`src/logic/spms_consts.svh`:
```
// register offsets, field positions, reset values and timing counts of the serial port
`ifndef SPMS_CONSTS_SVH
`define SPMS_CONSTS_SVH
`define SPMS_ADDR_TX    8'h9a
`define SPMS_ADDR_RX    8'h9b
`define SPMS_ADDR_CFG1  8'he8
`define SPMS_ADDR_CFG2  8'he9
`define SPMS_ADDR_STAT  8'hea
`define SPMS_RST_CFG1   8'h10
`define SPMS_RST_CFG2   8'h00
`define SPMS_RST_BUF    8'h00
`define SPMS_CFG1_WMASK 8'h3f
`define SPMS_C1_CAUSE   5
`define SPMS_C1_AUTOSS  4
`define SPMS_C1_SSEN    3
`define SPMS_C1_OFW     2
`define SPMS_C2_CONT    7
`define SPMS_C2_EN      6
`define SPMS_C2_MS      4
`define SPMS_C2_CPOL    3
`define SPMS_C2_CPHA    2
`define SPMS_ST_IRQ     0
`define SPMS_ST_OVF     1
`define SPMS_ST_TXEMPTY 2
`define SPMS_ST_RXAVAIL 3
`define SPMS_ST_BUSY    4
`define SPMS_ST_TXFULL  5
`define SPMS_HALF_BASE  6'd4
`define SPMS_LAST_EDGE  4'd15
`define SPMS_FIFO_DEPTH 16
`endif

```
`src/logic/spms_pkg.sv`:
```
// types shared by the serial port design
`default_nettype none
package spms_pkg;
  typedef enum logic [1:0] {SPMS_IDLE, SPMS_RUN, SPMS_GAP} spms_state_e;
  typedef struct packed {
    logic [7:0] addr;
    logic       wr;
    logic       rd;
    logic [7:0] wdata;
  } spms_sfr_s;
  typedef struct packed {
    logic sclk;
    logic mosi;
    logic miso;
    logic ss_n;
  } spms_pin_s;
endpackage
`default_nettype wire

```
`src/logic/spms_port.sv`:
```
// serial peripheral port: byte fifo and master/slave engine with its register file
`default_nettype none
`include "spms_consts.svh"
// Contract
// - full duplex, one byte out and one byte in together, eight bits each
// - double buffered so software reads and loads while a byte shifts
// - works as master making the clock or slave taking an external clock
// - pins shared with two-wire unit; owner select picks the active one
// - writing transmit buffer pushes the byte into the transmit fifo
// - reading receive buffer pops one byte from the receive fifo
// - cause select 0 raises interrupt on each byte taken into the receive fifo, 1 on transmit empty
// - master with automatic select cleared holds slave select low
// - master with automatic select set drives select low per byte or burst
// - slave with select input enabled uses the select pin as select
// - overwrite off and receive buffer unread: new byte is discarded
// - overwrite on and receive buffer unread: new byte replaces old one
// - master clock is core clock divided by 8, 16, 32 or 64
// - continuous off stops after each byte; on keeps going while data remains
// - port enable 0 disables the port, 1 enables it
// - master select 0 makes a slave, 1 makes a master
// - clock polarity sets the idle level and first edge direction

// ****************************************
// byte fifo
// ****************************************
module spms_fifo #(
  parameter int W = 8,
  parameter int D = `SPMS_FIFO_DEPTH
) (
  input  wire logic         core_clk_i,
  input  wire logic         rst_i,
  input  wire logic         in_valid_i,
  output logic              in_ready_o,
  input  wire logic [W-1:0] in_data_i,
  output logic              out_valid_o,
  input  wire logic         out_ready_i,
  output logic [W-1:0]      out_data_o
);
  localparam int AW = $clog2(D);
  logic [W-1:0] mem_q [D];
  logic [W-1:0] mem_d [D];
  logic [AW-1:0] wp_q, wp_d, rp_q, rp_d;
  logic [AW:0]   cnt_q, cnt_d;
  logic          push, pop;

  // pointers and count; a full fifo still takes a byte when one leaves
  always_comb begin
    out_valid_o = (cnt_q != '0);
    in_ready_o  = (cnt_q != (AW+1)'(D)) || out_ready_i;
    out_data_o  = mem_q[rp_q];
    push        = in_valid_i && in_ready_o;
    pop         = out_valid_o && out_ready_i;
    mem_d       = mem_q;
    wp_d        = wp_q;
    rp_d        = rp_q;
    cnt_d       = cnt_q;
    if (push) begin
      mem_d[wp_q] = in_data_i;
      wp_d        = (wp_q == AW'(D-1)) ? '0 : wp_q + 1'b1;
    end
    if (pop) begin
      rp_d = (rp_q == AW'(D-1)) ? '0 : rp_q + 1'b1;
    end
    if (push && !pop) begin
      cnt_d = cnt_q + 1'b1;
    end else if (pop && !push) begin
      cnt_d = cnt_q - 1'b1;
    end
  end

  // registers
  always_ff @(posedge core_clk_i) begin
    if (rst_i) begin
      wp_q  <= '0;
      rp_q  <= '0;
      cnt_q <= '0;
    end else begin
      wp_q  <= wp_d;
      rp_q  <= rp_d;
      cnt_q <= cnt_d;
    end
    mem_q <= mem_d;
  end
endmodule

// ****************************************
// port top
// ****************************************
module spms_port (
  input  wire logic               core_clk_i,
  input  wire logic               rst_i,
  input  wire spms_pkg::spms_sfr_s sfr_i,
  output logic [7:0]              sfr_rdata_o,
  input  wire logic               pin_owner_select_i,
  input  wire spms_pkg::spms_pin_s pin_i,
  output spms_pkg::spms_pin_s     pin_o,
  output spms_pkg::spms_pin_s     pin_oe_o,
  output logic                    irq_o
);
  import spms_pkg::*;

  logic [7:0]  cfg1_q, cfg1_d, cfg2_q, cfg2_d, rxbuf_q, rxbuf_d, rdata_q, rdata_d;
  logic        irq_q, irq_d, ovf_q, ovf_d, txv_prev_q;
  spms_state_e st_q, st_d;
  logic [4:0]  div_q, div_d, half;
  logic [3:0]  edge_q, edge_d;
  logic        sclk_q, sclk_d, ss_q, ss_d, loaded_q, loaded_d, sclk_prev_q;
  logic [7:0]  txsh_q, txsh_d, rxsh_q, rxsh_d;
  logic        active, master, slave, selected, cpol, cpha, din, samp, chg, step;
  logic        tx_wr, tx_in_ready, tx_valid, tx_pop;
  logic [7:0]  tx_data, rx_data;
  logic        rx_rd, rx_push, rx_in_ready, rx_valid, rx_pop, rx_full, rx_acc, tx_empty_evt;
  logic [4:0]  rxn_q, rxn_d;

  // ****************************************
  // mode decode
  // ****************************************
  assign active   = cfg2_q[`SPMS_C2_EN] && !pin_owner_select_i;
  assign master   = active && cfg2_q[`SPMS_C2_MS];
  assign slave    = active && !cfg2_q[`SPMS_C2_MS];
  assign selected = !cfg1_q[`SPMS_C1_SSEN] || !pin_i.ss_n;
  assign cpol     = cfg2_q[`SPMS_C2_CPOL];
  assign cpha     = cfg2_q[`SPMS_C2_CPHA];
  assign half     = 5'((`SPMS_HALF_BASE << cfg1_q[1:0]) - 6'd1);
  assign din      = master ? pin_i.miso : pin_i.mosi;
  assign samp     = (edge_q[0] == cpha);
  assign chg      = !samp && !(cpha ? (edge_q == 4'd0) : (edge_q == `SPMS_LAST_EDGE));

  // ****************************************
  // fifos
  // ****************************************
  assign tx_wr = sfr_i.wr && (sfr_i.addr == `SPMS_ADDR_TX);
  assign rx_rd = sfr_i.rd && (sfr_i.addr == `SPMS_ADDR_RX);
  // overwrite drops the oldest byte only when the receive fifo is full
  assign rx_full = (rxn_q == 5'(`SPMS_FIFO_DEPTH));
  assign rx_pop  = rx_rd || (rx_push && cfg1_q[`SPMS_C1_OFW] && rx_full);
  assign rx_acc  = rx_push && rx_in_ready;

  spms_fifo #(.W(8), .D(`SPMS_FIFO_DEPTH)) u_txf (
    .core_clk_i (core_clk_i),
    .rst_i      (rst_i),
    .in_valid_i (tx_wr),
    .in_ready_o (tx_in_ready),
    .in_data_i  (sfr_i.wdata),
    .out_valid_o(tx_valid),
    .out_ready_i(tx_pop),
    .out_data_o (tx_data)
  );

  spms_fifo #(.W(8), .D(`SPMS_FIFO_DEPTH)) u_rxf (
    .core_clk_i (core_clk_i),
    .rst_i      (rst_i),
    .in_valid_i (rx_push),
    .in_ready_o (rx_in_ready),
    .in_data_i  (rxsh_d),
    .out_valid_o(rx_valid),
    .out_ready_i(rx_pop),
    .out_data_o (rx_data)
  );

  // ****************************************
  // shift engine
  // ****************************************
  // one bit step per clock edge: sample or change per phase, byte ends at edge 15
  always_comb begin
    st_d = st_q; div_d = div_q; edge_d = edge_q; sclk_d = sclk_q;
    txsh_d = txsh_q; rxsh_d = rxsh_q; loaded_d = loaded_q;
    tx_pop = 1'b0; rx_push = 1'b0; step = 1'b0;
    if (!active) begin
      st_d = SPMS_IDLE; sclk_d = cpol; edge_d = 4'd0; loaded_d = 1'b0;
    end else if (master) begin
      unique case (st_q)
        SPMS_IDLE: begin
          sclk_d = cpol;
          if (tx_valid) begin
            tx_pop = 1'b1; txsh_d = tx_data; st_d = SPMS_RUN; edge_d = 4'd0; div_d = half;
          end
        end
        SPMS_RUN: begin
          if (div_q == 5'd0) begin
            div_d = half; sclk_d = !sclk_q; step = 1'b1;
          end else begin
            div_d = div_q - 5'd1;
          end
        end
        SPMS_GAP: begin
          sclk_d = cpol;
          if (div_q == 5'd0) st_d = SPMS_IDLE;
          else div_d = div_q - 5'd1;
        end
        default: st_d = SPMS_IDLE;
      endcase
    end else if (!selected) begin
      edge_d = 4'd0; loaded_d = 1'b0;
    end else begin
      if (!loaded_q) begin
        tx_pop = tx_valid; txsh_d = tx_valid ? tx_data : `SPMS_RST_BUF; loaded_d = 1'b1;
      end
      step = loaded_q && (pin_i.sclk != sclk_prev_q);
    end
    // shared bit step for both roles, full duplex
    if (step) begin
      edge_d = edge_q + 4'd1;
      if (samp) rxsh_d = {rxsh_q[6:0], din};
      if (chg) txsh_d = {txsh_q[6:0], 1'b0};
      if (edge_q == `SPMS_LAST_EDGE) begin
        rx_push = 1'b1; loaded_d = 1'b0;
        if (master) begin
          if (cfg2_q[`SPMS_C2_CONT] && tx_valid) begin
            tx_pop = 1'b1; txsh_d = tx_data; edge_d = 4'd0;
          end else begin
            st_d = SPMS_GAP;
          end
        end
      end
    end
    // select output: manual low or low across the byte or burst
    if (!cfg1_q[`SPMS_C1_AUTOSS]) ss_d = 1'b0;
    else ss_d = !(master && st_d == SPMS_RUN);
  end

  always_ff @(posedge core_clk_i) begin
    if (rst_i) begin
      st_q <= SPMS_IDLE; div_q <= '0; edge_q <= '0; sclk_q <= 1'b0; ss_q <= 1'b1;
      txsh_q <= '0; rxsh_q <= '0; loaded_q <= 1'b0; sclk_prev_q <= 1'b0;
    end else begin
      st_q <= st_d; div_q <= div_d; edge_q <= edge_d; sclk_q <= sclk_d; ss_q <= ss_d;
      txsh_q <= txsh_d; rxsh_q <= rxsh_d; loaded_q <= loaded_d; sclk_prev_q <= pin_i.sclk;
    end
  end

  // pin drive: master owns clock, data out and select; slave owns miso when chosen
  always_comb begin
    pin_o        = '0;
    pin_oe_o     = '0;
    pin_o.sclk   = sclk_q;
    pin_o.mosi   = txsh_q[7];
    pin_o.miso   = txsh_q[7];
    pin_o.ss_n   = ss_q;
    pin_oe_o.sclk = master;
    pin_oe_o.mosi = master;
    pin_oe_o.ss_n = master;
    pin_oe_o.miso = slave && selected;
  end

  // ****************************************
  // register file
  // ****************************************
  // register writes, reads and sticky flags; a set beats a clear
  assign tx_empty_evt = txv_prev_q && !tx_valid;
  always_comb begin
    cfg1_d = cfg1_q; cfg2_d = cfg2_q; irq_d = irq_q; ovf_d = ovf_q;
    rxbuf_d = rxbuf_q; rdata_d = rdata_q;
    rxn_d = rxn_q;
    if (sfr_i.wr) begin
      unique case (sfr_i.addr)
        `SPMS_ADDR_CFG1: cfg1_d = sfr_i.wdata & `SPMS_CFG1_WMASK;
        `SPMS_ADDR_CFG2: cfg2_d = sfr_i.wdata;
        `SPMS_ADDR_STAT: begin
          if (sfr_i.wdata[`SPMS_ST_IRQ]) irq_d = 1'b0;
          if (sfr_i.wdata[`SPMS_ST_OVF]) ovf_d = 1'b0;
        end
        default: ;
      endcase
    end
    if (rx_push && !rx_in_ready) ovf_d = 1'b1;
    if (cfg1_q[`SPMS_C1_CAUSE] ? tx_empty_evt : rx_acc) irq_d = 1'b1;
    if (rx_rd && rx_valid) rxbuf_d = rx_data;
    // receive fill count follows the fifo's own push and pop
    if (rx_acc && !(rx_pop && rx_valid)) rxn_d = rxn_q + 5'd1;
    else if (!rx_acc && rx_pop && rx_valid) rxn_d = rxn_q - 5'd1;
    if (sfr_i.rd) begin
      unique case (sfr_i.addr)
        `SPMS_ADDR_RX:   rdata_d = (rx_valid) ? rx_data : rxbuf_q;
        `SPMS_ADDR_CFG1: rdata_d = cfg1_q;
        `SPMS_ADDR_CFG2: rdata_d = cfg2_q;
        `SPMS_ADDR_STAT: rdata_d = {2'b00, !tx_in_ready, st_q != SPMS_IDLE,
                                    rx_valid, !tx_valid, ovf_q, irq_q};
        default:         rdata_d = 8'h00;
      endcase
    end
  end

  always_ff @(posedge core_clk_i) begin
    if (rst_i) begin
      cfg1_q <= `SPMS_RST_CFG1; cfg2_q <= `SPMS_RST_CFG2; irq_q <= 1'b0; ovf_q <= 1'b0;
      rxbuf_q <= `SPMS_RST_BUF; rdata_q <= 8'h00; txv_prev_q <= 1'b0;
      rxn_q <= '0;
    end else begin
      cfg1_q <= cfg1_d; cfg2_q <= cfg2_d; irq_q <= irq_d; ovf_q <= ovf_d;
      rxbuf_q <= rxbuf_d; rdata_q <= rdata_d; txv_prev_q <= tx_valid;
      rxn_q <= rxn_d;
    end
  end

  assign sfr_rdata_o = rdata_q;
  assign irq_o       = irq_q;

  // ****************************************
  // checks
  // ****************************************
  chk_rate_reload: assert property (@(posedge core_clk_i) disable iff (rst_i)
    (master && st_q == SPMS_RUN && div_q == 5'd0 && $stable(cfg1_q)) |=> (div_q == $past(half)))
    else $error("divider reload differs from rate field");
  chk_manual_select: assert property (@(posedge core_clk_i) disable iff (rst_i)
    (master && !cfg1_q[`SPMS_C1_AUTOSS]) |=> !pin_o.ss_n)
    else $error("select not held low in manual mode");
  chk_auto_select: assert property (@(posedge core_clk_i) disable iff (rst_i)
    (master && cfg1_q[`SPMS_C1_AUTOSS] && st_q == SPMS_GAP) |=> pin_o.ss_n)
    else $error("select not released after transfer");
  chk_idle_clock: assert property (@(posedge core_clk_i) disable iff (rst_i)
    (master && st_q == SPMS_IDLE && $stable(cfg2_q)) |=> (pin_o.sclk == $past(cpol)))
    else $error("clock idle level wrong");
  chk_rx_discard: assert property (@(posedge core_clk_i) disable iff (rst_i)
    (rx_push && !rx_rd && !cfg1_q[`SPMS_C1_OFW] && !rx_in_ready) |=> ovf_q)
    else $error("discarded byte not flagged");
  chk_rx_replace: assert property (@(posedge core_clk_i) disable iff (rst_i)
    (rx_push && cfg1_q[`SPMS_C1_OFW] && rx_full) |-> (rx_acc && rx_pop) ##1 (rx_full && rx_valid))
    else $error("overwrite did not replace");
  chk_tx_push: assert property (@(posedge core_clk_i) disable iff (rst_i)
    (tx_wr && tx_in_ready) |=> tx_valid)
    else $error("written byte missing from fifo");
  chk_irq_cause: assert property (@(posedge core_clk_i) disable iff (rst_i)
    (!cfg1_q[`SPMS_C1_CAUSE] && rx_acc) |=> irq_o)
    else $error("receive interrupt not raised");
  chk_disabled_pins: assert property (@(posedge core_clk_i) disable iff (rst_i)
    (!active) |-> (pin_oe_o == '0) ##1 (st_q == SPMS_IDLE))
    else $error("disabled port still active");
  chk_byte_end: assert property (@(posedge core_clk_i) disable iff (rst_i)
    (master && step && edge_q == `SPMS_LAST_EDGE && !cfg2_q[`SPMS_C2_CONT]) |=> (st_q == SPMS_GAP))
    else $error("single byte transfer did not stop");
endmodule
`default_nettype wire

```
`config.mk`:
```
export PLATFORM = sky130hd
export DESIGN_NAME = spms_port
export DESIGN_NICKNAME = d
export VERILOG_FILES = /design/src/logic/spms_pkg.sv /design/src/logic/spms_port.sv
export VERILOG_INCLUDE_DIRS = /design/src /design/src/logic
export SDC_FILE = /design/constraint.sdc
export NUM_CORES = 1
export LEC_CHECK = 0
export ABC_CLOCK_PERIOD_IN_PS = 3400
export BUFFER_PORTS_ARGS = -buffer_cell sky130_fd_sc_hd__clkbuf_2
export CAP_MARGIN = 20
export CORE_MARGIN = 2
export CORE_UTILIZATION = 39
export CTS_CLUSTER_SIZE = 25
export DETAILED_ROUTE_END_ITERATION = 6
export SLEW_MARGIN = 15
export SYNTH_ARGS = -nofsm -noshare
export SYNTH_HDL_FRONTEND = slang
export SYNTH_SLANG_ARGS = --single-unit
```
`constraint.sdc`:
```
create_clock -name core_clk_i -period 3.4 [get_ports core_clk_i]
set_input_delay 0.17 -clock core_clk_i [delete_from_list [all_inputs] [get_ports core_clk_i]]
set_output_delay 0.17 -clock core_clk_i [all_outputs]
set_load 0.005 [all_outputs]
```
==> results.json, run 1 <==
{
  "initial_utilization_pct": 39.4,
  "fmax_mhz": 298,
  "finClkSkew_ns": 0.0226,
  "core-area_um2": 38600,
  "drive_gt1_share_pct": 23.0,
  "area_growth_pct": 15.8,
  "cts_buffers": 38,
  "seq_area_frac_synth_pct": 63.2,
  "cts_sinks": 351,
  "numPortBuffers": 41,
  "cp_slowest_cell": "a2111o_1",
  "die_w_um": 201,
  "synth_edf_count": 256,
  "worst_skew_pair.late_latency_ns": 0.54,
  "layout_commonest_cell": "edfxtp_1",
  "place_congestion": 0.793,
  "final_cell_mix": "256 x edfxtp_1, 103 x nor2_1, 89 x dfxtp_1, 78 x buf_4, 75 x nand2_1",
  "vias": 9094,
  "grt_pass1_wl_um": 52200,
  "final_nets": 1243,
  "ir_drop_mv": 0.404,
  "hold_violations": 0,
  "drt_iter0_drc": 581,
  "drc": 0,
  "drtAntennaViolNets": 0,
  "clk_path_buf_depth": 3,
  "slew_headroom_pct": 39.7,
  "htree_levels": 2,
  "die_h_um": 201,
  "finalPower_mw": 8.45,
  "synth.cell_area_um2": 15200,
  "yosys_warnings": 0,
  "grt_overflow": 0,
  "tightest_slew_ns": 0.903,
  "fin_crit_sh_pct": 98.9,
  "root_buffer": "clkbuf_16",
  "hp-class": "input pin to register",
  "drv_slew": 0,
  "required_ns": 3.78,
  "crit_arrival_ns": 3.75,
  "cp_common_cell": "ha_4",
  "status": "complete, no violations",
  "path_clk_slew_ns": 0.06,
  "final.setup.tns_ns": 0,
  "cts_tree": "done",
  "path_class": "register to register",
  "dr.pass1.iters": 5,
  "dpl.hpwl_um": 21700,
  "power_leakage_nw": 5.51,
  "fin_crit_ns": 3.36,
  "ys_seq_elements": 351,
  "async_flop_share_pct": 0,
  "ys_types": 71,
  "power_density_nw_per_um2": 481,
  "vias_per_cell": 5.24,
  "drv_cap": 0,
  "netlist_instances": 1090,
  "antenna_cells": 0,
  "die_area_um2": 40500,
  "grt.total_usage_pct": 16.4,
  "startpoint_type": "register",
  "path_cells": "inv_2 -> ha_4 -> nor4b_4 -> nand3_4 -> a2111o_1 -> a21oi_2 -> inv_2 -> ha_4 -> clkinv_4 -> ha_4 -> nor2b_4 -> o21a_1 -> or3_4 -> o31ai_4 -> xnor2_1 -> nor2_1",
  "worstPathMaxFanout": 6,
  "grt_max_degree": 84,
  "antenna_found_initial": 1,
  "critPathMaxStageDelay_ns": 0.47,
  "synth_flop_cell": "edfxtp_1",
  "grt_pass1_vias": 9172,
  "rsz0062_at_grt": "yes",
  "crit_buf_inv": 3,
  "setup_viol": 0,
  "crit_path_end_kind": "register",
  "wire_per_inst_um": 18.9,
  "ioPinCount": 42,
  "drt-total-wl_um": 32800,
  "cp_top_family": "compound AO/OA/AOI/OAI gates",
  "syn_nets": 1147,
  "rows": 72,
  "syn_avg_cell_area_um2": 13.9
}
## synthesized netlist by cell type, drive strengths merged (8+ instances only)
library cell	instances	area (µm²)
and2	10	62.6
clkbuf	36	135
mux2	15	169
o21ai	19	98.9
xor2	9	78.8
nor3	20	105
inv	31	116
nand2	76	288
a211oi	8	60.1
nor2	103	387
mux2i	33	330
buf	28	158
edfxtp	256	7690
a21oi	67	354
nand2b	21	131
nand3b	11	82.6
dfxtp	95	1900
nor2b	18	113
nand3	16	97.6
a31oi	10	62.6
mux4	62	1400
ha	29	363
a22oi	18	135
## flip-flops by register name, indices dropped and copies added, names as in the netlist, 2 cells and up
signal       count
u_rxf.wp_q       4
rxsh_q           8
div_q            5
u_txf.cnt_q      5
u_txf.rp_q       4
cfg2_q           8
sfr_rdata_o      8
cfg1_q           6
u_txf.mem_q    128
rxn_q            5
txsh_q           8
u_txf.wp_q       4
rxbuf_q          8
u_rxf.mem_q    128
u_rxf.rp_q       4
u_rxf.cnt_q      5
st_q             2
edge_q           4
## where the power goes
part	total [mW]	switching (mW)	leakage [nW]	internal [mW]
clock	3.79	1.64	0.555	2.14
combinational	0.103	0.0730	2.16	0.0297
sequential	4.56	0.000985	2.80	4.56
## tightest hold or removal path, stage by stage
cell and delay [ns]:
clkbuf_2 0.07, mux2i_1 0.09, a211oi_1 0.22
## final timing paths
kind / from / endpoint / slack (ns) / cells past startpoint
max reg2reg: div_q[1] / rxn_q[4] / 0.04 / 16
max: div_q[1] / rxn_q[4] / 0.04 / 16
min reg2reg: cfg2_q[0] / cfg2_q[0] / 0.45 / 2
min: pin_i[1] / rxsh_q[0] / 0.07 / 3
## kinds of logic after synthesis
logic type      after synthesis  synth area share [%]
compound gates              178                  7.78
xor+xnor                     16                 0.923
fa+ha+maj                    32                  2.79
buf+inv                      95                  2.70
flops                       351                  63.2
mux                         110                  12.5
simple gates                308                  10.2
## layer usage
metal	up-vias	wire (µm)	GRT usage [%]
li1	4319	-	-
met1	4512	14500	22.1
met2	208	16100	27.5
met3	53	1410	2.83
met4	2	684	4.41
met5	-	8	0
## per-stage QoR
step	area, µm²	hold WS [ns]	worst slack, ns	instances	util [%]
2_1_floorplan	15200	0.269	0.0200	1090	-
5_1_grt	17600	0.113	-0.134	1734	45.6
6_report	17600	0.0733	0.0388	1734	45.6
4_1_cts	17400	0.0555	0.0156	1724	45.2
3_3_place_gp	16300	0.436	0.0467	1653	42.2
3_5_place_dp	16300	0.426	0.000426	1653	42.2
## final cells by class
type / count / area, µm²
clock inverter: 17 / 101
clock buffer: 53 / 1040
timing repair buffer: 120 / 816
fill: 3516 / 21000
multi-input combinational: 644 / 5260
sequential: 351 / 9600
tap: 518 / 648
inverter: 31 / 121
## timing repair
| action | 4_1_cts | 5_1_grt |
|---|---|---|
| hold buffers | 1 | 0 |
| gates resized for setup | 0 | 21 |
| pin swaps | 1 | 12 |
| hold endpoints to repair | 1 | 0 |
| endpoints found under the setup margin | 1 | 3 |
| buffers inserted | 0 | 10 |
No activity file was read; power rests on OpenSTA's default activity.
==> run 2: changes to the inputs <==
- CTS_BUF_LIST: default -> sky130_fd_sc_hd__clkbuf_8
==> run 2 against run 1 <==
Net effect:
- clock skew up 0.0078 ns
- flip-flop and latch count is the same
- first-iteration DRC count grew 16%
- clock-buffer cell count increased by 5
- fmax up 4.8%
- critical path depth unchanged
- highest routed layer unchanged
- via count increased by 1.3%
==> results.json, run 2 (synthesized netlist as in run 1, its figures left out) <==
{
  "final_area_um2": 17500,
  "status": "complete, no violations",
  "rsz0062_at_grt": "yes",
  "die_h_um": 201,
  "path_clk_slew_ns": 0.06,
  "power_density_nw_per_um2": 456,
  "dp_slack_ns": 0.000426,
  "top_regs": "u_rxf.mem_q: 128 flops, u_txf.mem_q: 128 flops",
  "area_growth_pct": 15.6,
  "final_nets": 1269,
  "crit_path_end_kind": "register",
  "path_class": "register to register",
  "required_ns": 3.90,
  "crit_arrival_ns": 3.71,
  "cts_sinks": 351,
  "slew_headroom_pct": 39.5,
  "grt.total_usage_pct": 16.7,
  "die_w_um": 201,
  "ir_drop_mv": 0.324,
  "clk_path_buf_depth": 3,
  "cts_buffers": 57,
  "startpoint_type": "register",
  "layout_commonest_cell": "edfxtp_1",
  "antenna_cells": 0,
  "hp-class": "input pin to register",
  "r2r_slack_ns": 0.19,
  "setup_ws_ns": 0.191,
  "grt_overflow": 0,
  "fill_cells": 3507,
  "power_leakage_nw": 5.58,
  "worstPathMaxFanout": 6,
  "grt_pass1_wl_um": 53000,
  "htree_levels": 2,
  "whs_ns": 0.0543,
  "vias": 9209,
  "grt_pass1_vias": 9429,
  "antenna_found_initial": 1,
  "drv_slew": 0,
  "drc": 0,
  "numPortBuffers": 41,
  "place_congestion": 0.793,
  "worst_skew_pair.late_latency_ns": 0.64,
  "dr.pass1.iters": 5,
  "vias_per_cell": 5.18,
  "die_area_um2": 40500,
  "root_buffer": "clkbuf_8",
  "multi_input_area_um2": 5260,
  "initial_utilization_pct": 39.4,
  "final_cell_mix": "256 x edfxtp_1, 103 x nor2_1, 89 x dfxtp_1, 75 x nand2_1, 75 x buf_4",
  "regArea_um2": 9600,
  "wire_per_inst_um": 18.7,
  "drt_iter0_drc": 672,
  "finClkSkew_ns": 0.0304,
  "drv_cap": 0,
  "fin_crit_ns": 3.21,
  "grt_max_degree": 84,
  "core-area_um2": 38600,
  "drive_gt1_share_pct": 23.5,
  "fmax_mhz": 312,
  "tightest_slew_ns": 0.906,
  "cts_tree": "done",
  "rows": 72,
  "place_area_um2": 16300,
  "drt-total-wl_um": 33100,
  "drtAntennaViolNets": 0,
  "hold_violations": 0,
  "ioPinCount": 42,
  "dpl.hpwl_um": 21700,
  "setup_viol": 0,
  "fin_crit_sh_pct": 94.4
}
[run 2: cell count changes in the layout (fill, tap and decap cells not counted), sizes merged]
cell         before  now
inv              30   51
dlygate4sd3       1   11
clkinvlp          1    2
bufinv            0    1
clkbuf           93   98
clkinv           17   25
buf              79   76
[run 2: final cells by class]
class	instances	area share, %
clock buffers	58	4.55
clock inverters	48	1.31
inverters	31	0.692
multi-input cells	644	30.0
flip-flops and latches	351	54.7
well taps	518	3.69
repair buffers	127	5.09
[run 2: worst paths after layout]
path,start,end,cells past startpoint
setup / recovery,div_q[0],rxn_q[4],16
hold reg to reg,cfg2_q[0],cfg2_q[0],2
setup reg to reg,div_q[0],rxn_q[4],16
hold / removal,sfr_i[1],cfg2_q[1],3
[run 2: what timing repair did]
action,in CTS,in global routing
hold buffers,11,0
pin swaps,1,6
setup endpoints to repair,1,3
endpoints found under the hold margin,89,0
resized for setup,0,21
setup buffers,0,7
[run 2: metrics by stage]
stage / total power, mW / utilization [%] / std cells / setup TNS (ns)
floorplan: 4.70 / - / 1090 / 0
global placement: 4.75 / 42.2 / 1653 / 0
detailed placement: 4.75 / 42.2 / 1653 / 0
CTS: 8.11 / 45.2 / 1770 / 0
global route: 8.31 / 45.5 / 1777 / -0.0104
finish: 7.99 / 45.5 / 1777 / 0
[run 2: worst max-delay path: stages, from the launching register on]
cell,delay [ns]
dfxtp_2,0.32
inv_2,0.07
ha_4,0.13
nor4b_4,0.28
nand3_4,0.11
a2111o_1,0.46
a21oi_2,0.18
inv_2,0.06
ha_4,0.16
clkinv_4,0.08
ha_4,0.21
nor2b_4,0.12
o21a_1,0.17
or3_1,0.32
o31ai_2,0.21
xnor2_1,0.15
nor2_1,0.05
[run 2: layer usage]
layer	part of all wire (%)	global-route usage, %
met1	44	21.9
met2	49	27.7
met3	4.9	3.50
met4	2.2	5.65
met5	0.024	0
[run 2: power breakdown]
part	internal (mW)	switching (mW)
Clock	1.66	1.66
Combinational	0.0371	0.0755
Sequential	4.56	0.000996
Total	6.26	1.73
